File: config.mk
export PLATFORM = sky130hd
export DESIGN_NAME = irb_io_regs
export DESIGN_NICKNAME = d
export VERILOG_FILES = /design/src/irb_pkg.sv /design/src/irb_io_regs.sv
export SDC_FILE = /design/constraint.sdc
export NUM_CORES = 1
export LEC_CHECK = 0
export BUFFER_PORTS_ARGS = -buffer_cell sky130_fd_sc_hd__buf_2
export CAP_MARGIN = 20
export CORE_ASPECT_RATIO = 1.2
export CORE_MARGIN = 8
export CORE_UTILIZATION = 45
export DETAILED_ROUTE_END_ITERATION = 6
export HOLD_SLACK_MARGIN = 0.05
export PLACE_DENSITY = 0.73
export SLEW_MARGIN = 10
export SYNTH_ARGS = -nofsm -noshare
export SYNTH_HDL_FRONTEND = slang
export SYNTH_SLANG_ARGS = --single-unit
File: constraint.sdc
create_clock -name clk -period 4.4 [get_ports clk]
set_input_delay 0.88 -clock clk [delete_from_list [all_inputs] [get_ports clk]]
set_output_delay 0.88 -clock clk [all_outputs]
set_load 0.05 [all_outputs]
File: src/irb_pkg.sv
/*
  irb_pkg: offsets, bit positions, reset values and the per-offset
  field masks of the 64-byte i/o register space.
  assumes: one package shared by the register bank and its bench.
*/
package irb_pkg;

  localparam int ADDR_W = 6;
  localparam int DATA_W = 8;
  localparam logic [5:0] BIT_TOP = 6'h1f; // last bit-accessible offset

  // register offsets
  localparam logic [5:0] ADR_PIN_IN   = 6'h00;
  localparam logic [5:0] ADR_PIN_DIR  = 6'h01;
  localparam logic [5:0] ADR_PIN_OUT  = 6'h02;
  localparam logic [5:0] ADR_PIN_PUP  = 6'h03;
  localparam logic [5:0] ADR_PORT_CTL = 6'h0c;
  localparam logic [5:0] ADR_PC_MSK   = 6'h10;
  localparam logic [5:0] ADR_PC_FLG   = 6'h11;
  localparam logic [5:0] ADR_PC_CTL   = 6'h12;
  localparam logic [5:0] ADR_EX_MSK   = 6'h13;
  localparam logic [5:0] ADR_EX_FLG   = 6'h14;
  localparam logic [5:0] ADR_EX_SNS   = 6'h15;
  localparam logic [5:0] ADR_DIN_DIS  = 6'h17;
  localparam logic [5:0] ADR_CNV_RES  = 6'h19;
  localparam logic [5:0] ADR_CNV_CH   = 6'h1b;
  localparam logic [5:0] ADR_CNV_TRG  = 6'h1c;
  localparam logic [5:0] ADR_CNV_CS   = 6'h1d;
  localparam logic [5:0] ADR_CMP_CS   = 6'h1f;
  localparam logic [5:0] ADR_TM_CAPL  = 6'h22;
  localparam logic [5:0] ADR_TM_CAPH  = 6'h23;
  localparam logic [5:0] ADR_TM_CBL   = 6'h24;
  localparam logic [5:0] ADR_TM_CBH   = 6'h25;
  localparam logic [5:0] ADR_TM_CAL   = 6'h26;
  localparam logic [5:0] ADR_TM_CAH   = 6'h27;
  localparam logic [5:0] ADR_TM_CNTL  = 6'h28;
  localparam logic [5:0] ADR_TM_CNTH  = 6'h29;
  localparam logic [5:0] ADR_TM_FLG   = 6'h2a;
  localparam logic [5:0] ADR_TM_MSK   = 6'h2b;
  localparam logic [5:0] ADR_TM_FRC   = 6'h2c;
  localparam logic [5:0] ADR_TM_CTB   = 6'h2d;
  localparam logic [5:0] ADR_TM_CTA   = 6'h2e;
  localparam logic [5:0] ADR_TM_GLB   = 6'h2f;
  localparam logic [5:0] ADR_WDG_CS   = 6'h31;
  localparam logic [5:0] ADR_NVM_CS   = 6'h32;
  localparam logic [5:0] ADR_NVM_CMD  = 6'h33;
  localparam logic [5:0] ADR_SUP_CS   = 6'h34;
  localparam logic [5:0] ADR_PWR_RED  = 6'h35;
  localparam logic [5:0] ADR_CLK_PSC  = 6'h36;
  localparam logic [5:0] ADR_CLK_SEL  = 6'h37;
  localparam logic [5:0] ADR_OSC_CAL  = 6'h39;
  localparam logic [5:0] ADR_SLEEP    = 6'h3a;
  localparam logic [5:0] ADR_RST_CAU  = 6'h3b;
  localparam logic [5:0] ADR_CFG_PROT = 6'h3c;
  localparam logic [5:0] ADR_SP_LO    = 6'h3d;
  localparam logic [5:0] ADR_SP_HI    = 6'h3e;
  localparam logic [5:0] ADR_PSTAT    = 6'h3f;

  // hardware-set flag and live level positions
  localparam int FLG_PC   = 0;
  localparam int FLG_EX   = 0;
  localparam int FLG_CNV  = 4;
  localparam int FLG_CMP  = 4;
  localparam int LVL_CMP  = 5;
  localparam int FLG_WDG  = 7;
  localparam int FLG_SUP  = 7;
  localparam int LVL_NVM  = 7;
  localparam int FLG_TOVF = 0;
  localparam int FLG_TCA  = 1;
  localparam int FLG_TCB  = 2;
  localparam int FLG_TCAP = 5;

  // clock source codes; internal oscillator is the reset choice
  localparam logic [1:0] CLK_SRC_INT = 2'h0;
  localparam logic [1:0] CLK_SRC_EXT = 2'h2;
  localparam logic [7:0] RST_VAL     = 8'h00;

  // {readable, plain writable, write-one-to-clear} per offset
  function automatic logic [23:0] irb_masks(logic [5:0] a);
    logic [23:0] m;
    m = 24'h00_0000;
    unique case (a)
      ADR_PIN_IN:   m = {8'h0f, 8'h00, 8'h00};
      ADR_PIN_DIR, ADR_PIN_OUT, ADR_PIN_PUP, ADR_PC_MSK, ADR_DIN_DIS,
      ADR_CLK_PSC, ADR_SLEEP:
                    m = {8'h0f, 8'h0f, 8'h00};
      ADR_PORT_CTL: m = {8'h02, 8'h02, 8'h00};
      ADR_PC_FLG, ADR_EX_FLG:
                    m = {8'h01, 8'h00, 8'h01};
      ADR_PC_CTL, ADR_EX_MSK:
                    m = {8'h01, 8'h01, 8'h00};
      ADR_EX_SNS, ADR_CNV_CH, ADR_PWR_RED, ADR_CLK_SEL:
                    m = {8'h03, 8'h03, 8'h00};
      ADR_CNV_RES:  m = {8'hff, 8'h00, 8'h00};
      ADR_CNV_TRG:  m = {8'h07, 8'h07, 8'h00};
      ADR_CNV_CS:   m = {8'hff, 8'hef, 8'h10};
      ADR_CMP_CS:   m = {8'hbf, 8'h8f, 8'h10};
      ADR_TM_CAPL, ADR_TM_CAPH, ADR_TM_CBL, ADR_TM_CBH, ADR_TM_CAL,
      ADR_TM_CAH, ADR_TM_CNTL, ADR_TM_CNTH, ADR_OSC_CAL, ADR_SP_LO,
      ADR_SP_HI, ADR_PSTAT:
                    m = {8'hff, 8'hff, 8'h00};
      ADR_TM_FLG:   m = {8'h27, 8'h00, 8'h27};
      ADR_TM_MSK:   m = {8'h27, 8'h27, 8'h00};
      ADR_TM_CTB:   m = {8'hdf, 8'hdf, 8'h00};
      ADR_TM_CTA:   m = {8'hf3, 8'hf3, 8'h00};
      ADR_TM_GLB:   m = {8'h81, 8'h81, 8'h00};
      ADR_WDG_CS:   m = {8'hef, 8'h6f, 8'h80};
      ADR_NVM_CS:   m = {8'h80, 8'h00, 8'h00};
      ADR_NVM_CMD:  m = {8'h3f, 8'h3f, 8'h00};
      ADR_SUP_CS:   m = {8'hc7, 8'h47, 8'h80};
      ADR_RST_CAU:  m = {8'h0b, 8'h0b, 8'h00};
      default:      m = 24'h00_0000; // reserved offsets: nothing readable or writable
    endcase
    return m;
  endfunction : irb_masks

endpackage : irb_pkg
File: src/irb_io_regs.sv
/*
  irb_io_regs: the 64-byte i/o register space of a small 8-bit
  controller, with byte access and single-bit set, clear and test.
  assumes: the core drives at most one access per cycle and keeps the
  bus signals in its own clock domain; pins arrive asynchronously.
*/
// Overview of operation
// - reset selects internal 8 MHz clock source
// - external clock is gated off during reset
// - bit set and clear on offsets 0x00-0x1F
// - bit skip tests read one selected bit
// - writing one clears flags, zero keeps them
// - bit instructions touch only the addressed bit
// - offsets above 0x1F take byte access only
`timescale 1ns/100ps
module irb_io_regs (
  input  wire logic                        clk,
  input  wire logic                        rst,
  input  wire logic [irb_pkg::ADDR_W-1:0]  io_addr,
  input  wire logic [irb_pkg::DATA_W-1:0]  io_wdata,
  input  wire logic                        io_we,
  input  wire logic                        io_rd,
  input  wire logic                        set_io_bit_instruction,
  input  wire logic                        clear_io_bit_instruction,
  input  wire logic                        skip_if_io_bit_set,
  input  wire logic                        skip_if_io_bit_clear,
  input  wire logic [2:0]                  io_bit,
  input  wire logic [3:0]                  pin_in,
  input  wire logic                        pin_change_evt,
  input  wire logic                        ext_irq_evt,
  input  wire logic                        conv_done_evt,
  input  wire logic                        comp_evt,
  input  wire logic                        timer_ovf_evt,
  input  wire logic                        timer_cmpa_evt,
  input  wire logic                        timer_cmpb_evt,
  input  wire logic                        timer_cap_evt,
  input  wire logic                        watchdog_evt,
  input  wire logic                        supply_evt,
  input  wire logic [7:0]                  conv_result,
  input  wire logic                        comp_level,
  input  wire logic                        nvm_busy,
  output logic      [irb_pkg::DATA_W-1:0]  io_rdata,
  output logic                             skip_taken,
  output logic      [3:0]                  pin_dir,
  output logic      [3:0]                  pin_out,
  output logic      [3:0]                  pin_pullup,
  output logic      [1:0]                  clk_source_sel,
  output logic                             ext_clk_enable
);
  import irb_pkg::*;

  logic [7:0] regs_reg  [0:63];
  logic [7:0] regs_next [0:63];
  logic [7:0] set_vec   [0:63];
  logic [3:0] pin_meta_reg;
  logic [3:0] pin_sync_reg;
  logic [7:0] rdata_reg;
  logic       skip_reg;
  logic [7:0] rd_cur;
  logic       bit_ok;
  logic       tst_bit;

  // pins cross into the core clock through two flops
  always_ff @(posedge clk) begin
    if (rst) begin
      pin_meta_reg <= 4'h0;
      pin_sync_reg <= 4'h0;
    end else begin
      pin_meta_reg <= pin_in;
      pin_sync_reg <= pin_meta_reg;
    end
  end

  // bit instructions are honoured only in the low half of the space
  assign bit_ok = (io_addr <= BIT_TOP);

  // hardware flag sets, one vector per offset
  always_comb begin
    for (int i = 0; i < 64; i++) begin
      set_vec[i] = 8'h00;
    end
    set_vec[ADR_PC_FLG][FLG_PC]   = pin_change_evt;
    set_vec[ADR_EX_FLG][FLG_EX]   = ext_irq_evt;
    set_vec[ADR_CNV_CS][FLG_CNV]  = conv_done_evt;
    set_vec[ADR_CMP_CS][FLG_CMP]  = comp_evt;
    set_vec[ADR_TM_FLG][FLG_TOVF] = timer_ovf_evt;
    set_vec[ADR_TM_FLG][FLG_TCA]  = timer_cmpa_evt;
    set_vec[ADR_TM_FLG][FLG_TCB]  = timer_cmpb_evt;
    set_vec[ADR_TM_FLG][FLG_TCAP] = timer_cap_evt;
    set_vec[ADR_WDG_CS][FLG_WDG]  = watchdog_evt;
    set_vec[ADR_SUP_CS][FLG_SUP]  = supply_evt;
  end

  // next value of every register: byte write, then bit op, then set
  always_comb begin
    logic [7:0]  n;
    logic [7:0]  wm;
    logic [7:0]  cm;
    logic [7:0]  bm;
    logic [23:0] mk;
    logic        hit;
    n   = 8'h00;
    wm  = 8'h00;
    cm  = 8'h00;
    bm  = 8'h00;
    mk  = 24'h00_0000;
    hit = 1'b0;
    for (int i = 0; i < 64; i++) begin
      n   = regs_reg[i];
      mk  = irb_masks(6'(i));
      wm  = mk[15:8];
      cm  = mk[7:0];
      hit = (io_addr == 6'(i));
      bm  = 8'h01 << io_bit;
      if (io_we && hit) begin
        // reserved offsets have empty masks, so stray writes do nothing
        n = (n & ~wm) | (io_wdata & wm);
        n = n & ~(io_wdata & cm);
      end else if (set_io_bit_instruction && hit && bit_ok) begin
        // only the addressed bit sees a one: a set on a flag clears it
        n = (n | (bm & wm)) & ~(bm & cm);
      end else if (clear_io_bit_instruction && hit && bit_ok) begin
        // a clear writes zero to one bit and leaves flags alone
        n = n & ~(bm & wm);
      end
      // an event in the clearing cycle still lands
      regs_next[i] = n | set_vec[i];
    end
  end

  // register storage; reset also puts the clock back on internal
  always_ff @(posedge clk) begin
    for (int i = 0; i < 64; i++) begin
      if (rst) begin
        regs_reg[i] <= RST_VAL;
      end else begin
        regs_reg[i] <= regs_next[i];
      end
    end
  end

  // read view: stored bits masked, live inputs overlaid
  always_comb begin
    logic [23:0] mk;
    mk     = irb_masks(io_addr);
    rd_cur = regs_reg[io_addr] & mk[23:16];
    unique case (io_addr)
      ADR_PIN_IN:  rd_cur = {4'h0, pin_sync_reg};
      ADR_CNV_RES: rd_cur = conv_result;
      ADR_CMP_CS:  rd_cur[LVL_CMP] = comp_level;
      ADR_NVM_CS:  rd_cur[LVL_NVM] = nvm_busy;
      default:     rd_cur = regs_reg[io_addr] & mk[23:16];
    endcase
  end

  // read data held until the next read
  always_ff @(posedge clk) begin
    if (rst) begin
      rdata_reg <= 8'h00;
    end else if (io_rd) begin
      rdata_reg <= rd_cur;
    end
  end

  // skip decision from one bit of the low half
  assign tst_bit = rd_cur[io_bit];
  always_ff @(posedge clk) begin
    if (rst) begin
      skip_reg <= 1'b0;
    end else begin
      skip_reg <= bit_ok && ((skip_if_io_bit_set && tst_bit) ||
                  (skip_if_io_bit_clear && !tst_bit));
    end
  end

  assign io_rdata       = rdata_reg;
  assign skip_taken     = skip_reg;
  assign pin_dir        = regs_reg[ADR_PIN_DIR][3:0];
  assign pin_out        = regs_reg[ADR_PIN_OUT][3:0];
  assign pin_pullup     = regs_reg[ADR_PIN_PUP][3:0];
  assign clk_source_sel = regs_reg[ADR_CLK_SEL][1:0];
  // gated by reset itself, so an external clock cannot leak in
  assign ext_clk_enable = !rst && (clk_source_sel == CLK_SRC_EXT);

  // helper views for the checks
  logic [7:0] chk_dir;
  logic [7:0] chk_stat;
  logic [7:0] chk_cnv;
  logic       chk_pcf;
  logic [7:0] chk_wdg;
  assign chk_dir  = regs_reg[ADR_PIN_DIR];
  assign chk_stat = regs_reg[ADR_PSTAT];
  assign chk_cnv  = regs_reg[ADR_CNV_CS];
  assign chk_pcf  = regs_reg[ADR_PC_FLG][FLG_PC];
  assign chk_wdg  = regs_reg[ADR_WDG_CS];

  property p_clk_int_after_rst;
    @(posedge clk) rst |=> (clk_source_sel == CLK_SRC_INT);
  endproperty
  a_clk_int_after_rst: assert property (p_clk_int_after_rst)
    else $error("clock source not internal after reset");

  property p_no_ext_in_rst;
    @(posedge clk) rst |-> !ext_clk_enable;
  endproperty
  a_no_ext_in_rst: assert property (p_no_ext_in_rst)
    else $error("external clock enabled during reset");

  property p_bit_set_dir;
    @(posedge clk) disable iff (rst)
      (set_io_bit_instruction && !io_we && io_addr == ADR_PIN_DIR && io_bit < 3'h4)
      |=> chk_dir[$past(io_bit)];
  endproperty
  a_bit_set_dir: assert property (p_bit_set_dir)
    else $error("bit set did not reach direction register");

  property p_high_bitop_ignored;
    @(posedge clk) disable iff (rst)
      ((set_io_bit_instruction || clear_io_bit_instruction) && !io_we && io_addr == ADR_PSTAT)
      |=> $stable(chk_stat);
  endproperty
  a_high_bitop_ignored: assert property (p_high_bitop_ignored)
    else $error("bit op changed a high register");

  property p_skip_bit;
    @(posedge clk) disable iff (rst)
      (skip_if_io_bit_set && !skip_if_io_bit_clear && bit_ok)
      |=> (skip_taken == $past(tst_bit));
  endproperty
  a_skip_bit: assert property (p_skip_bit)
    else $error("skip decision does not match tested bit");

  property p_w1c_clear;
    @(posedge clk) disable iff (rst)
      (io_we && io_addr == ADR_PC_FLG && io_wdata[FLG_PC] && !pin_change_evt)
      |=> !chk_pcf;
  endproperty
  a_w1c_clear: assert property (p_w1c_clear)
    else $error("write one did not clear flag");

  property p_w1c_zero_keeps;
    @(posedge clk) disable iff (rst)
      (io_we && io_addr == ADR_PC_FLG && !io_wdata[FLG_PC] && chk_pcf) |=> chk_pcf;
  endproperty
  a_w1c_zero_keeps: assert property (p_w1c_zero_keeps)
    else $error("write zero disturbed flag");

  property p_set_wins;
    @(posedge clk) disable iff (rst)
      (pin_change_evt ##1 !pin_change_evt && !io_we) |-> chk_pcf;
  endproperty
  a_set_wins: assert property (p_set_wins)
    else $error("flag event lost");

  property p_bitop_keeps_flag;
    @(posedge clk) disable iff (rst)
      ((set_io_bit_instruction || clear_io_bit_instruction) && !io_we &&
       io_addr == ADR_CNV_CS && io_bit != 3'h4 && chk_cnv[FLG_CNV])
      |=> chk_cnv[FLG_CNV];
  endproperty
  a_bitop_keeps_flag: assert property (p_bitop_keeps_flag)
    else $error("bit op cleared a neighbouring flag");

  property p_reserved_zero;
    @(posedge clk) disable iff (rst)
      (io_rd && irb_masks(io_addr) == 24'h00_0000) |=> (io_rdata == 8'h00);
  endproperty
  a_reserved_zero: assert property (p_reserved_zero)
    else $error("reserved read not zero");

  // finer checks: single-bit reach, skip polarity, byte access above the bit range
  property p_bit_clr_dir;
    @(posedge clk) disable iff (rst)
      (clear_io_bit_instruction && !set_io_bit_instruction && !io_we && io_addr == ADR_PIN_DIR)
      |=> !chk_dir[$past(io_bit)];
  endproperty
  a_bit_clr_dir: assert property (p_bit_clr_dir)
    else $error("bit clear missed direction register");

  property p_bitop_one_bit;
    @(posedge clk) disable iff (rst)
      ((set_io_bit_instruction || clear_io_bit_instruction) && !io_we && io_addr == ADR_PIN_DIR)
      |=> ((chk_dir ^ $past(chk_dir)) & ~(8'h01 << $past(io_bit))) == 8'h00;
  endproperty
  a_bitop_one_bit: assert property (p_bitop_one_bit)
    else $error("bit op changed a neighbouring bit");

  property p_skip_clr_bit;
    @(posedge clk) disable iff (rst)
      (skip_if_io_bit_clear && !skip_if_io_bit_set && bit_ok)
      |=> (skip_taken == !$past(tst_bit));
  endproperty
  a_skip_clr_bit: assert property (p_skip_clr_bit)
    else $error("skip-if-clear decision wrong");

  property p_skip_high_none;
    @(posedge clk) disable iff (rst)
      ((skip_if_io_bit_set || skip_if_io_bit_clear) && !bit_ok) |=> !skip_taken;
  endproperty
  a_skip_high_none: assert property (p_skip_high_none)
    else $error("skip taken on a high register");

  property p_high_byte_write;
    @(posedge clk) disable iff (rst)
      (io_we && io_addr == ADR_PSTAT) |=> (chk_stat == $past(io_wdata));
  endproperty
  a_high_byte_write: assert property (p_high_byte_write)
    else $error("byte write missed a high register");

  property p_high_bitop_keeps_flag;
    @(posedge clk) disable iff (rst)
      ((set_io_bit_instruction || clear_io_bit_instruction) && !io_we && io_addr == ADR_WDG_CS &&
       !watchdog_evt) |=> $stable(chk_wdg);
  endproperty
  a_high_bitop_keeps_flag: assert property (p_high_bitop_keeps_flag)
    else $error("bit op acted above the bit range");

  property p_bitset_clears_flag;
    @(posedge clk) disable iff (rst)
      (set_io_bit_instruction && !io_we && io_addr == ADR_PC_FLG && io_bit == 3'(FLG_PC) &&
       !pin_change_evt) |=> !chk_pcf;
  endproperty
  a_bitset_clears_flag: assert property (p_bitset_clears_flag)
    else $error("bit set on a flag did not clear it");

  property p_bitclr_keeps_flag;
    @(posedge clk) disable iff (rst)
      (clear_io_bit_instruction && !set_io_bit_instruction && !io_we && io_addr == ADR_PC_FLG && chk_pcf)
      |=> chk_pcf;
  endproperty
  a_bitclr_keeps_flag: assert property (p_bitclr_keeps_flag)
    else $error("bit clear disturbed a flag");

  property p_set_beats_clear;
    @(posedge clk) disable iff (rst)
      (pin_change_evt && io_we && io_addr == ADR_PC_FLG) |=> chk_pcf;
  endproperty
  a_set_beats_clear: assert property (p_set_beats_clear)
    else $error("clear won over a flag event");

  property p_cnv_w1c;
    @(posedge clk) disable iff (rst)
      (io_we && io_addr == ADR_CNV_CS && io_wdata[FLG_CNV] && !conv_done_evt) |=> !chk_cnv[FLG_CNV];
  endproperty
  a_cnv_w1c: assert property (p_cnv_w1c)
    else $error("write one did not clear converter flag");

  property p_dir_byte_write;
    @(posedge clk) disable iff (rst)
      (io_we && io_addr == ADR_PIN_DIR) |=> (chk_dir == ($past(io_wdata) & 8'h0f));
  endproperty
  a_dir_byte_write: assert property (p_dir_byte_write)
    else $error("byte write missed direction register");

  property p_dir_read;
    @(posedge clk) disable iff (rst)
      (io_rd && io_addr == ADR_PIN_DIR) |=> (io_rdata == $past(chk_dir));
  endproperty
  a_dir_read: assert property (p_dir_read)
    else $error("direction read returned other data");

  property p_ext_clk_on_select;
    @(posedge clk) disable iff (rst)
      (io_we && io_addr == ADR_CLK_SEL && io_wdata[1:0] == CLK_SRC_EXT) |=> ext_clk_enable;
  endproperty
  a_ext_clk_on_select: assert property (p_ext_clk_on_select)
    else $error("external clock not enabled when selected");

  c_flag_clear: cover property (@(posedge clk) disable iff (rst)
    chk_pcf ##1 (io_we && io_addr == ADR_PC_FLG) ##1 !chk_pcf);
  c_skip: cover property (@(posedge clk) disable iff (rst) skip_taken);
  c_set_clear: cover property (@(posedge clk) disable iff (rst)
    pin_change_evt && io_we && io_addr == ADR_PC_FLG);
  c_ext_clk: cover property (@(posedge clk) disable iff (rst) ext_clk_enable);
  c_bit_set: cover property (@(posedge clk) disable iff (rst)
    set_io_bit_instruction && bit_ok);

endmodule : irb_io_regs

Word level (Yosys, flattened, before mapping)
Memories as Yosys holds them, arrays and structs flattened.
Index checks and enable logic that the tools add are counted.
Widths: inputs -> output; s select.

operators by class
  multiplexer cells = 190
  shifts and indexed selects = 1
  bitwise logic cells = 207
  reduce and logical (&&, ||, !) cells = 203
  equal/unequal tests = 44
  order comparisons = 2

operators with widths
  cell                count
  $mux 8              181
  $and 8x8->8         52
  $logic_and 1x1->1   198
  $eq 6x6->1 const B  26
  $or 8x8->8          19
  $or 8x4->8          16
  $or 8x2->8          10
  $eq 6x5->1 const B  12
  $not 8->8           8
  $or 1x1->1          64
  $or 8x1->8          6
  $or 8x6->8          5
  $or 8x7->8          4
  $not 6->8           3
  $not 1->8           2
  $not 2->8           2
  $not 4->8           2
  $not 5->8           2
  $not 7->8           2
  $or 7x8->8          2
  $or 8x3->8          2
  $or 8x5->8          2
  $eq 6x2->1 const B  2
  $pmux 5 s2          1
  19 further kinds    24

storage, ports and cells
  register bits = 17
  ROM bits = 1408
  output and inout port bits = 24
  memories = 2
  bits in writable memories = 512
  logic and storage cells = 653
  bits of input ports = 49

memories
  memory           depth  bits a word  read ports  clocked after memory_dff  write ports  RTL line           text
  (no name shown)  64     22           1           0                         0            irb_pkg.sv:82      unique case (a)
  regs_reg         64     8            41          0                         64           irb_io_regs.sv:52  logic [7:0] regs_reg [0:63];

Longest topological paths before layout
Gate-level depths: netlist (run 1).
An unclocked memory read counts as a cell.

  depth after elaboration = 9
  gate-level depth with buffers = 13

Worst setup path after synthesis (run 1)
Ideal clock, no wire load.

  path type = input to register
  start point = in io_addr[0] (netlist bit)
  end point = reg skip_reg, in the netlist skip_taken
  arrival = 3.250 ns
  setup slack = 1.078 ns
  setup time = 0.072 ns
  data required time = 4.328 ns
  cell stages on the path = 12
  buffers on the path = 3
  cell sequence = buf_6 inv_1 clkbuf_1 ha_1 clkbuf_1 a222oi_1 a2bb2oi_1 o311ai_1 o31ai_2 o311ai_1 a2111oi_2 mux2i_1

between the ends
  longest elaborated chain between the ends = 9

ends and longest elaborated chain
  what                                                  RTL line                                text
  start, declared                                       irb_io_regs.sv:19                       input wire logic [irb_pkg::ADDR_W-1:0] io_addr,
  $mem_v2 64x8 / $mem_v2 64x22 (equally long branches)  --
  $and 8x8->8                                           irb_io_regs.sv:146, irb_io_regs.sv:152
  $pmux 1 s3, or another cell as far along              irb_io_regs.sv:147                      unique case (io_addr)
  $bmux 1 s3                                            irb_io_regs.sv:166                      assign tst_bit = rd_cur[io_bit];
  $mux 1 (implied by the code)                          irb_io_regs.sv:166
  $logic_not 1->1                                       irb_io_regs.sv:172                      (skip_if_io_bit_clear && !tst_bit));
  $logic_and 1x1->1                                     irb_io_regs.sv:172
  $logic_or 1x1->1                                      irb_io_regs.sv:171                      skip_reg <= bit_ok && ((skip_if_io_bit_set && tst_bit) ||
  $logic_and 1x1->1 *                                   irb_io_regs.sv:171
  end signal, assigned                                  irb_io_regs.sv:171
  end, declared                                         irb_io_regs.sv:58                       logic skip_reg;

Every way passes the cells marked *; elsewhere a longest branch is shown, timed or not. The select of a mux whose other input is x is not followed.
A chain may end at the register's enable or synchronous reset.

Worst setup path in the final report (run 1)
Same ends and word-level chain as after synthesis.

==> results.py, run 1 <==
metrics = {
    "outcome": {
        "run_status": "complete, no violations",
    },
    "worst_setup_path": {
        "end_kind": "flip-flop",
        "critPathMaxFanout": 22,
        "required_ns": 4.78,
        "worstSetupPathType": "in2reg",
        "critPathArrivalTime_ns": 3.67,
        "worstSetupStartpointType": "input pin",
    },
    "die": {
        "ioPinCount": 73,
        "chip_width_um": 158.4,
        "die-height_um": 186.8,
        "starting_density_pct": 45.80,
        "std_cell_rows": 62,
        "core_ar_mm2": 0.02389,
        "floorplan.die_area_mm2": 0.02958,
    },
    "sta": {
        "min_period_over_period_pct": 74.76,
        "timing_worst_slew_pin_value_ns": 1.002,
        "max_freq_mhz": 304.0,
        "min_period_ns": 3.289,
        "timing.final.max_slew_violations": 0,
        "report.final.setup_viol": 0,
        "hold_violations": 0,
        "timing.slew.headroom_pct": 32.76,
        "fin_setup_tns_ns": 0,
        "clock_skew_ns": 0.02130,
        "grt_setup_unrepaired": "no",
    },
    "power_and_ir_drop": {
        "p_sw_share_pct": 26.25,
        "power.clock.fraction_pct": 43.6,
        "vdd.ir_drop.worst_mv": 0.2304,
        "sequentialPowerShare_pct": 45.8,
        "net_sw_power_mw": 1.135,
        "total_leakage_power_nw": 4.386,
        "p_comb_share_pct": 10.6,
        "internal-power_mw": 3.188,
        "power-per-cell-area_mw_per_mm2": 352.8,
    },
    "placed_design": {
        "number_of_cells_after_detailed_placement": 1644,
        "dp_hpwl_mm": 27.80,
        "rd_place_congestion": 1.042,
        "detailed_place.area_mm2": 0.01153,
        "buffer_ports.inserted": 72,
    },
    "final_layout": {
        "fraction_of_layout_instances_using_a_drive_strength_above_1_pct": 14.16,
        "largest_reg_flops": 198,
        "final_area_mm2": 0.01225,
        "area_growth_pct": 11.98,
        "nets": 1406,
        "layout.core_utilization_pct": 51.29,
        "instances_no_fill": 1684,
    },
    "clocking": {
        "clock_tree.root_cell": "sky130_fd_sc_hd__clkbuf_16",
        "post_cts_resize_count": 0,
        "worst_setup_hold_path_clk_slew_ns": 0.06,
        "cts.hold.buffers_added": 0,
        "max_buffers_root_to_sink": 3,
        "clock_sink_count": 215,
        "clock_tree.htree_level_count": 1,
        "clock_latency_of_the_later_clocked_register_in_the_worst_skew_pair_ns": 0.53,
        "cts_tree": "built",
        "cts_buffers": 22,
        "cts.repair_timing.setup_buffer_count": 0,
    },
    "yosys": {
        "post-synth-top-area-fraction_pct": 39.33,
        "ys_dominant_reg_cell": "sky130_fd_sc_hd__dfxtp_1",
        "synth_top_cells_by_area": "sky130_fd_sc_hd__dfxtp_1 39%, sky130_fd_sc_hd__mux2i_1 10%, sky130_fd_sc_hd__a21oi_1 6.8%, sky130_fd_sc_hd__nand2_1 5.4%, sky130_fd_sc_hd__nor2_1 4.9%",
        "post-synth-top-area-cell": "sky130_fd_sc_hd__dfxtp_1",
        "synth-async-reset-ratio_pct": 0,
        "post_synth_instance_area_mm2": 0.01094,
        "synthDistinctLibCells": 74,
        "syn-instance-count": 1312,
        "synthesis.area_per_instance_um2": 8.341,
        "number_of_warnings_reported_in_the_yosys_synthesis_log": 0,
        "synth.yosys.seq_area_share_pct": 39.33,
        "synth-edff-count": 0,
        "synth_seq_cells": 215,
        "synth_fp_nets": 1370,
    },
    "global_routing": {
        "gr-usage-all-layers_pct": 25.86,
        "pin_count_of_the_biggest_net_entering_global_routing": 83,
        "grt_pass1_wl_mm": 59.56,
        "grt_pass1_vias": 10140,
        "antenna_found_initial": 3,
        "overflow": 0,
    },
    "drt": {
        "detailroute.via_count": 10450,
        "detail_route.drc_violations": 0,
        "routed_wire_length_per_instance_um": 23.32,
        "antenna_violating_nets_post_route": 0,
        "total_length_of_routed_wires_mm": 39.27,
        "drtIter0Drc": 1169,
        "vias_per_cell": 6.204,
        "detailedRoute.firstPassIterationCount": 6,
    },
    "flow_run": {
        "max_cap_viol_count": 0,
    },
    "worst_hold_path": {
        "hp-class": "reg2reg",
    },
}
per-stage QoR:
| step | hold WS (ns) | power (mW) | setup WS, ns |
|---|---|---|---|
| after floorplan | 0.4138 | 2.308 | 1.078 |
| after global routing | 0.4566 | 4.444 | 0.8587 |
| final | 0.4356 | 4.323 | 1.111 |
| after global placement | 0.4201 | 2.463 | 0.6401 |
| after CTS | 0.4369 | 4.331 | 1.127 |
| after detailed placement | 0.4226 | 2.464 | 0.5945 |
cell families after synthesis:
family          Yosys count  synth area share, %
simple gates            477                19.54
compound gates          346                19.97
flops                   215                39.33
mux                     137                13.97
buf+inv                 128                6.151
fa+ha+maj                 9                1.029
synth_stat cells, types with 11 or more instances:
master                     number
sky130_fd_sc_hd__mux2_2        13
sky130_fd_sc_hd__nand2b_1      17
sky130_fd_sc_hd__o21ai_0       51
sky130_fd_sc_hd__clkbuf_1      78
sky130_fd_sc_hd__a31oi_1       11
sky130_fd_sc_hd__and3_1        11
sky130_fd_sc_hd__a211oi_1      33
sky130_fd_sc_hd__dfxtp_1      215
sky130_fd_sc_hd__nand3_1       60
sky130_fd_sc_hd__nand2_1      157
sky130_fd_sc_hd__o211ai_1      11
sky130_fd_sc_hd__mux2i_1      113
sky130_fd_sc_hd__nor3_1        31
sky130_fd_sc_hd__nor2b_1       21
sky130_fd_sc_hd__a21oi_1      148
sky130_fd_sc_hd__nor2_1       144
sky130_fd_sc_hd__inv_1         14
layout make-up:
cell class | instances | area, µm²
sequential | 215 | 4304
clock buffer | 29 | 606.8
fill | 2288 | 11640
antenna | 1 | 2.502
inverter | 15 | 56.30
clock inverter | 10 | 116.4
tap | 320 | 400.4
multi-input combinational | 969 | 5966
timing repair buffer | 125 | 802.0
power by group through the flow:
stage               clock network, mW  logic [mW]  registers [mW]
finish                           1.89       0.458            1.98
CTS                              1.91       0.445            1.98
global route                     1.99       0.478            1.98
global placement                    0       0.442            2.02
floorplan                           0       0.280            2.03
detailed placement                  0       0.442            2.02
critical path: stages:
cell and delay [ns]:
sky130_fd_sc_hd__buf_2 0.27, sky130_fd_sc_hd__buf_4 0.36, sky130_fd_sc_hd__ha_1 0.29, sky130_fd_sc_hd__nand3b_1 0.11, sky130_fd_sc_hd__nor2_1 0.62, sky130_fd_sc_hd__a22o_1 0.26, sky130_fd_sc_hd__a31o_2 0.11, sky130_fd_sc_hd__o31ai_2 0.07
sky130_fd_sc_hd__o311ai_1 0.39, sky130_fd_sc_hd__a2111oi_2 0.16, sky130_fd_sc_hd__mux2i_1 0.14
routing by layer:
| layer | track usage [%] | part of all wire, % | vias up |
|---|---|---|---|
| met5 | 0 | 0.069 | - |
| met4 | 18.02 | 7.5 | 4 |
| met3 | 4.115 | 8.3 | 176 |
| met2 | 41.16 | 46 | 592 |
| met1 | 31.18 | 38 | 4907 |
| li1 | - | - | 4769 |
worst paths after layout:
| path | startpoint | to | slack (ns) | depth (start not counted) |
|---|---|---|---|---|
| setup / recovery | io_addr[0] | skip_taken | 1.11 | 11 |
| hold / removal | pin_meta_reg[1] | pin_sync_reg[1] | 0.44 | 1 |
| setup reg to reg | regs_reg[39][5] | skip_taken | 1.69 | 9 |
| hold reg to reg | pin_meta_reg[1] | pin_sync_reg[1] | 0.44 | 1 |
placed cells by master, fill, tap and decap left out, drive strengths merged, types with 6 or more instances in the layout:
cell type    n
ha           9
buf        125
a31oi       11
clkinv       6
a211oi      33
o22ai        7
a221oi       7
nor3        32
nand2      157
mux2i      113
a22oi        8
nand2b      17
nor2       145
o211ai      11
clkbuf      29
and2         9
dfxtp      215
a21oi      148
mux4        11
mux2        13
inv         15
nor2b       21
and3        11
o21ai       53
nand3       60
Power figures use the tool's default switching activity.
==> run 2: changes to the inputs <==
--- a/config.mk
+++ b/config.mk
@@ -12,7 +12,7 @@
 export CORE_UTILIZATION = 45
 export DETAILED_ROUTE_END_ITERATION = 6
 export HOLD_SLACK_MARGIN = 0.05
-export PLACE_DENSITY = 0.73
+export PLACE_DENSITY = 0.76
 export SLEW_MARGIN = 10
 export SYNTH_ARGS = -nofsm -noshare
 export SYNTH_HDL_FRONTEND = slang
==> constraint.sdc (replaced) <==
create_clock -name clk -period 2.8 [get_ports clk]
set_input_delay 0.56 -clock clk [delete_from_list [all_inputs] [get_ports clk]]
set_output_delay 0.56 -clock clk [all_outputs]
set_load 0.05 [all_outputs]
==> results.py, run 2 (synthesis results as in run 1) <==
metrics = {
    "outcome": {
        "run_status": "complete, no violations",
    },
    "die": {
        "chip_width_um": 158.4,
        "die-height_um": 186.8,
        "starting_density_pct": 45.80,
        "core_ar_mm2": 0.02389,
        "std_cell_rows": 62,
        "ioPinCount": 73,
        "floorplan.die_area_mm2": 0.02958,
    },
    "clocking": {
        "clock_tree.htree_level_count": 1,
        "cts_buffers": 22,
        "clock_sink_count": 215,
        "worst_setup_hold_path_clk_slew_ns": 0.06,
        "max_buffers_root_to_sink": 3,
        "clock_latency_of_the_later_clocked_register_in_the_worst_skew_pair_ns": 0.52,
        "clock_tree.root_cell": "sky130_fd_sc_hd__clkbuf_16",
        "cts_tree": "built",
        "cts.hold.buffers_added": 0,
    },
    "power_and_ir_drop": {
        "power-per-cell-area_mw_per_mm2": 529.3,
        "total_leakage_power_nw": 5.141,
        "vdd.ir_drop.worst_mv": 0.2847,
        "p_total_mw": 7.137,
    },
    "sta": {
        "clock_skew_ns": 0.01652,
        "report.final.setup_viol": 0,
        "fin_setup_tns_ns": 0,
        "timing.final.max_slew_violations": 0,
        "min_period_ns": 2.797,
        "hold_violations": 0,
        "timing.slew.headroom_pct": 24.46,
        "max_freq_mhz": 357.6,
        "timing_worst_slew_pin_value_ns": 1.133,
        "min_period_over_period_pct": 99.88,
        "hold_slack_ns": 0.2433,
    },
    "worst_hold_path": {
        "hp-class": "in2reg",
    },
    "global_routing": {
        "grt_pass1_vias": 10980,
        "antenna_found_initial": 0,
        "overflow": 0,
        "gr-usage-all-layers_pct": 27.36,
        "grt_pass1_wl_mm": 62.96,
        "pin_count_of_the_biggest_net_entering_global_routing": 139,
    },
    "drt": {
        "detail_route.drc_violations": 0,
        "detailroute.via_count": 11150,
        "drtIter0Drc": 1105,
        "total_length_of_routed_wires_mm": 41.38,
        "detailedRoute.firstPassIterationCount": 5,
        "vias_per_cell": 6.115,
        "antenna_violating_nets_post_route": 0,
        "routed_wire_length_per_instance_um": 22.68,
    },
    "final_layout": {
        "layout.filler_cells": 2221,
        "most_common_cell_after_layout_fill_and_taps_aside": "sky130_fd_sc_hd__dfxtp_1",
        "instances_no_fill": 1824,
        "layout.core_utilization_pct": 56.44,
        "nets": 1550,
        "area_growth_pct": 23.22,
        "antennaDiodeCount": 0,
        "register_area_mm2": 0.004304,
        "largest_reg_flops": 198,
        "final_cell_mix": "215 x sky130_fd_sc_hd__dfxtp_1, 187 x sky130_fd_sc_hd__buf_4, 157 x sky130_fd_sc_hd__nand2_1, 148 x sky130_fd_sc_hd__a21oi_1, 143 x sky130_fd_sc_hd__nor2_1",
        "multi_input_comb_area_mm2": 0.005996,
        "fraction_of_layout_instances_using_a_drive_strength_above_1_pct": 22.61,
    },
    "placed_design": {
        "number_of_cells_after_detailed_placement": 1786,
        "rd_place_congestion": 1.015,
        "dp_hpwl_mm": 30.72,
        "buffer_ports.inserted": 72,
    },
    "flow_run": {
        "max_cap_viol_count": 0,
    },
    "worst_setup_path": {
        "critPathArrivalTime_ns": 3.19,
        "worstSetupPathType": "in2reg",
        "required_ns": 3.19,
        "cells_along_the_critical_path": "buf_2, buf_4, buf_12, nor2b_1, o2bb2ai_1, a21oi_1, o311ai_1, buf_4, o31ai_2, o311ai_1, a2111oi_4, mux2i_1",
        "worstSetupStartpointType": "input pin",
        "cpPeakStageDelay_ns": 0.49,
        "critPathMaxFanout": 18,
        "end_kind": "flip-flop",
        "crit_slowest_cell": "sky130_fd_sc_hd__o311ai_1",
    },
}
-- run 2: cell types whose count changed in the layout (fill, tap and decap cells not counted), moves of 2 or more --
cell / delta
sky130_fd_sc_hd__buf_12: +6
sky130_fd_sc_hd__buf_2: -2
sky130_fd_sc_hd__buf_4: +137
sky130_fd_sc_hd__bufinv_16: +2
sky130_fd_sc_hd__clkbuf_1: -2
sky130_fd_sc_hd__clkbuf_4: +2
sky130_fd_sc_hd__clkinv_2: -2
-- run 2: path summary, 6_finish.rpt --
| check | from | end | slack [ns] | depth (start not counted) |
|---|---|---|---|---|
| max | io_addr[1] | skip_taken | 0.003 | 12 |
| min | timer_ovf_evt | regs_reg[42][0] | 0.24 | 3 |
| max reg2reg | regs_reg[39][5] | skip_taken | 0.11 | 9 |
| min reg2reg | pin_meta_reg[0] | pin_sync_reg[0] | 0.43 | 1 |
-- run 2: per-stage QoR --
stage / setup slack (ns) / instance area (µm²)
finish: 0.003294 / 13480
global placement: -0.4307 / 12670
floorplan: 0.01472 / 10960
detailed placement: -0.4849 / 12670
CTS: 0.03376 / 13430
global route: -0.01538 / 13480
-- run 2: critical path: cells and delay by family --
kind                   cells  cell delay [ns]
AOI/OAI and AO/OA          6             1.33
buffers and inverters      4             0.68
and+or+nand+nor            1             0.44
muxes                      1             0.15
-- run 2: area by class of cell --
type / instances / area share (%)
tap: 320 / 2.969
multi-input combinational: 969 / 44.47
clock buffer: 27 / 4.528
sequential: 215 / 31.92
clock inverter: 9 / 1.113
inverter: 15 / 0.4176
timing repair buffer: 269 / 14.59
-- run 2: where the power goes --
part	internal (mW)	total [mW]	switching, mW
logic	0.321	0.876	0.554
clock network	1.91	3.15	1.25
registers	3.09	3.11	0.0192
-- run 2: metal layers --
layer	wire length, µm	track usage [%]	vias up
li1	-	-	5066
met1	15530	32.50	5296
met2	19690	45.26	612
met3	3257	3.537	180
met4	2899	17.91	0
met5	0	0	-
-- run 2: timing repair --
action	in CTS	in global routing
setup buffers	0	2
endpoints found under the hold margin	0	0
gates resized for setup	0	8
endpoints found under the setup margin	0	1
==> run 3: changes to the inputs <==
--- a/config.mk
+++ b/config.mk
@@ -8,11 +8,10 @@
 export BUFFER_PORTS_ARGS = -buffer_cell sky130_fd_sc_hd__buf_2
 export CAP_MARGIN = 20
 export CORE_ASPECT_RATIO = 1.2
-export CORE_MARGIN = 8
-export CORE_UTILIZATION = 45
+export CORE_UTILIZATION = 55
 export DETAILED_ROUTE_END_ITERATION = 6
 export HOLD_SLACK_MARGIN = 0.05
-export PLACE_DENSITY = 0.76
+export PLACE_DENSITY = 0.87
 export SLEW_MARGIN = 10
 export SYNTH_ARGS = -nofsm -noshare
 export SYNTH_HDL_FRONTEND = slang
==> results.py, run 3 (synthesis results as in run 1) <==
metrics = {
    "outcome": {
        "run_status": "complete, but fails checks",
        "violated_checks": "DRC",
    },
    "sta": {
        "report.final.setup_viol": 0,
        "timing.slew.headroom_pct": 53.44,
        "grt_setup_unrepaired": "no",
        "setup_slack_ns": 0.05484,
        "max_freq_mhz": 364.3,
        "min_period_ns": 2.745,
        "clock_skew_ns": 0.02991,
        "timing.final.max_slew_violations": 0,
        "hold_violations": 0,
        "min_period_over_period_pct": 98.04,
        "timing_worst_slew_pin_value_ns": 0.6970,
    },
    "final_layout": {
        "antennaDiodeCount": 0,
        "instances_no_fill": 1799,
        "layout.filler_cells": 1456,
        "final_cell_mix": "217 x sky130_fd_sc_hd__buf_4, 215 x sky130_fd_sc_hd__dfxtp_1, 157 x sky130_fd_sc_hd__nand2_1, 148 x sky130_fd_sc_hd__a21oi_1, 143 x sky130_fd_sc_hd__nor2_1",
        "nets": 1581,
        "most_common_cell_after_layout_fill_and_taps_aside": "sky130_fd_sc_hd__buf_4",
        "largest_reg_flops": 198,
        "fraction_of_layout_instances_using_a_drive_strength_above_1_pct": 24.25,
        "layout.core_utilization_pct": 69.93,
        "area_growth_pct": 24.93,
    },
    "global_routing": {
        "pin_count_of_the_biggest_net_entering_global_routing": 112,
        "grt_pass1_wl_mm": 62.98,
        "overflow": 0,
        "gr-usage-all-layers_pct": 41.30,
        "antenna_found_initial": 0,
        "grt_pass1_vias": 11030,
    },
    "clocking": {
        "cts_tree": "built",
        "cts_buffers": 22,
        "clock_tree.root_cell": "sky130_fd_sc_hd__clkbuf_16",
        "cts.hold.buffers_added": 0,
        "worst_setup_hold_path_clk_slew_ns": 0.06,
        "clock_tree.htree_level_count": 1,
        "clock_latency_of_the_later_clocked_register_in_the_worst_skew_pair_ns": 0.53,
        "max_buffers_root_to_sink": 3,
        "clock_sink_count": 215,
    },
    "die": {
        "floorplan.die_area_mm2": 0.02047,
        "starting_density_pct": 55.98,
        "std_cell_rows": 56,
        "chip_width_um": 130.8,
        "die-height_um": 156.5,
        "core_ar_mm2": 0.01955,
        "ioPinCount": 73,
    },
    "worst_setup_path": {
        "end_kind": "flip-flop",
        "critPathArrivalTime_ns": 3.18,
        "critPathMaxFanout": 13,
        "r2r_setup_slack_ns": 0.12,
        "cpPeakStageDelay_ns": 0.41,
        "worst_path_most_repeated_cell": "sky130_fd_sc_hd__buf_4",
        "crit_slowest_cell": "sky130_fd_sc_hd__a2111oi_4",
        "required_ns": 3.24,
        "worstSetupPathType": "in2reg",
        "cells_along_the_critical_path": "buf_2, buf_12, nand2b_1, buf_4, a21oi_1, o21ai_0, buf_4, o2111ai_1, a31oi_1, nor3_1, a2111oi_4, mux2i_1",
        "worstSetupStartpointType": "input pin",
    },
    "flow_run": {
        "max_cap_viol_count": 0,
    },
    "drt": {
        "total_length_of_routed_wires_mm": 42.09,
        "antenna_violating_nets_post_route": 0,
        "drtIter0Drc": 1461,
        "detail_route.drc_violations": 1,
        "maxUsedRoutingLayer": "met4",
        "wl_met2_mm": 19.49,
        "dr_wl_met3_mm": 3.946,
        "detailedRoute.firstPassIterationCount": 7,
        "vias_per_cell": 6.361,
        "met1Wirelength_mm": 15.55,
        "detailroute.via_count": 11440,
        "routed_wire_length_per_instance_um": 23.40,
    },
    "power_and_ir_drop": {
        "vdd.ir_drop.worst_mv": 0.5701,
        "p_total_mw": 7.175,
        "total_leakage_power_nw": 5.308,
        "power-per-cell-area_mw_per_mm2": 524.8,
    },
    "placed_design": {
        "dp_hpwl_mm": 30.57,
        "preCtsSetupSlack_ns": -0.5727,
        "rd_place_congestion": 1.043,
        "buffer_ports.inserted": 72,
        "number_of_cells_after_detailed_placement": 1759,
    },
    "worst_hold_path": {
        "hp-class": "in2reg",
    },
}
==> run 3: changes by cell type in the layout (fill, tap and decap cells not counted), sizes merged <==
cell	delta
buf	+32
clkinvlp	-2
clkinv	+1
inv	+1
bufinv	-1
clkbuf	+3
==> run 3: critical path, delay by kind of cell <==
kind	cells	cell delay (ns)
AOI/OAI and AO/OA	5	1.13
buffers and inverters	4	0.86
muxes	1	0.21
and+or+nand+nor	2	0.39
==> run 3: path summary, 6_finish.rpt <==
check | from | endpoint | depth (start not counted)
worst max register to register | regs_reg[38][5] | skip_taken | 8
worst min-delay path | timer_ovf_evt | regs_reg[42][0] | 3
worst min register to register | pin_meta_reg[2] | pin_sync_reg[2] | 1
worst max-delay path | io_addr[2] | skip_taken | 12
==> run 3: report_power, final <==
part,internal [mW],switching (mW)
Clock,1.89,1.26
Sequential,3.09,0.0209
Combinational,0.352,0.564
==> run 3: metrics by stage <==
stage / hold slack [ns] / cell area [µm²] / setup TNS, ns
floorplan: 0.4138 / 10960 / 0
global placement: 0.4301 / 12860 / -1.415
detailed placement: 0.4301 / 12860 / -1.957
CTS: 0.2288 / 13650 / 0
global route: 0.2581 / 13670 / 0
finish: 0.2408 / 13670 / 0
==> run 3: repair_timing <==
action                     4_1_cts  5_1_grt
pin swaps                        0        3
setup endpoints to repair        1        1
resized for setup                1        4
setup buffers                    0        0
==> run 3: area by class of cell <==
| type | count | area (µm²) | share of cell area (%) |
|---|---|---|---|
| clock buffers | 31 | 644.4 | 4.714 |
| clock inverters | 8 | 130.1 | 0.9519 |
| inverters | 15 | 56.30 | 0.4119 |
| multi-input cells | 969 | 5991 | 43.82 |
| flip-flops and latches | 215 | 4304 | 31.48 |
| well taps | 261 | 326.6 | 2.389 |
| repair buffers | 300 | 2218 | 16.23 |
==> run 3: layer usage <==
metal  vias up  GRT usage, %
li1       5133             -
met1      5323         50.71
met2       783         66.87
met3       204         6.017
met4         0         27.09
met5         -             0
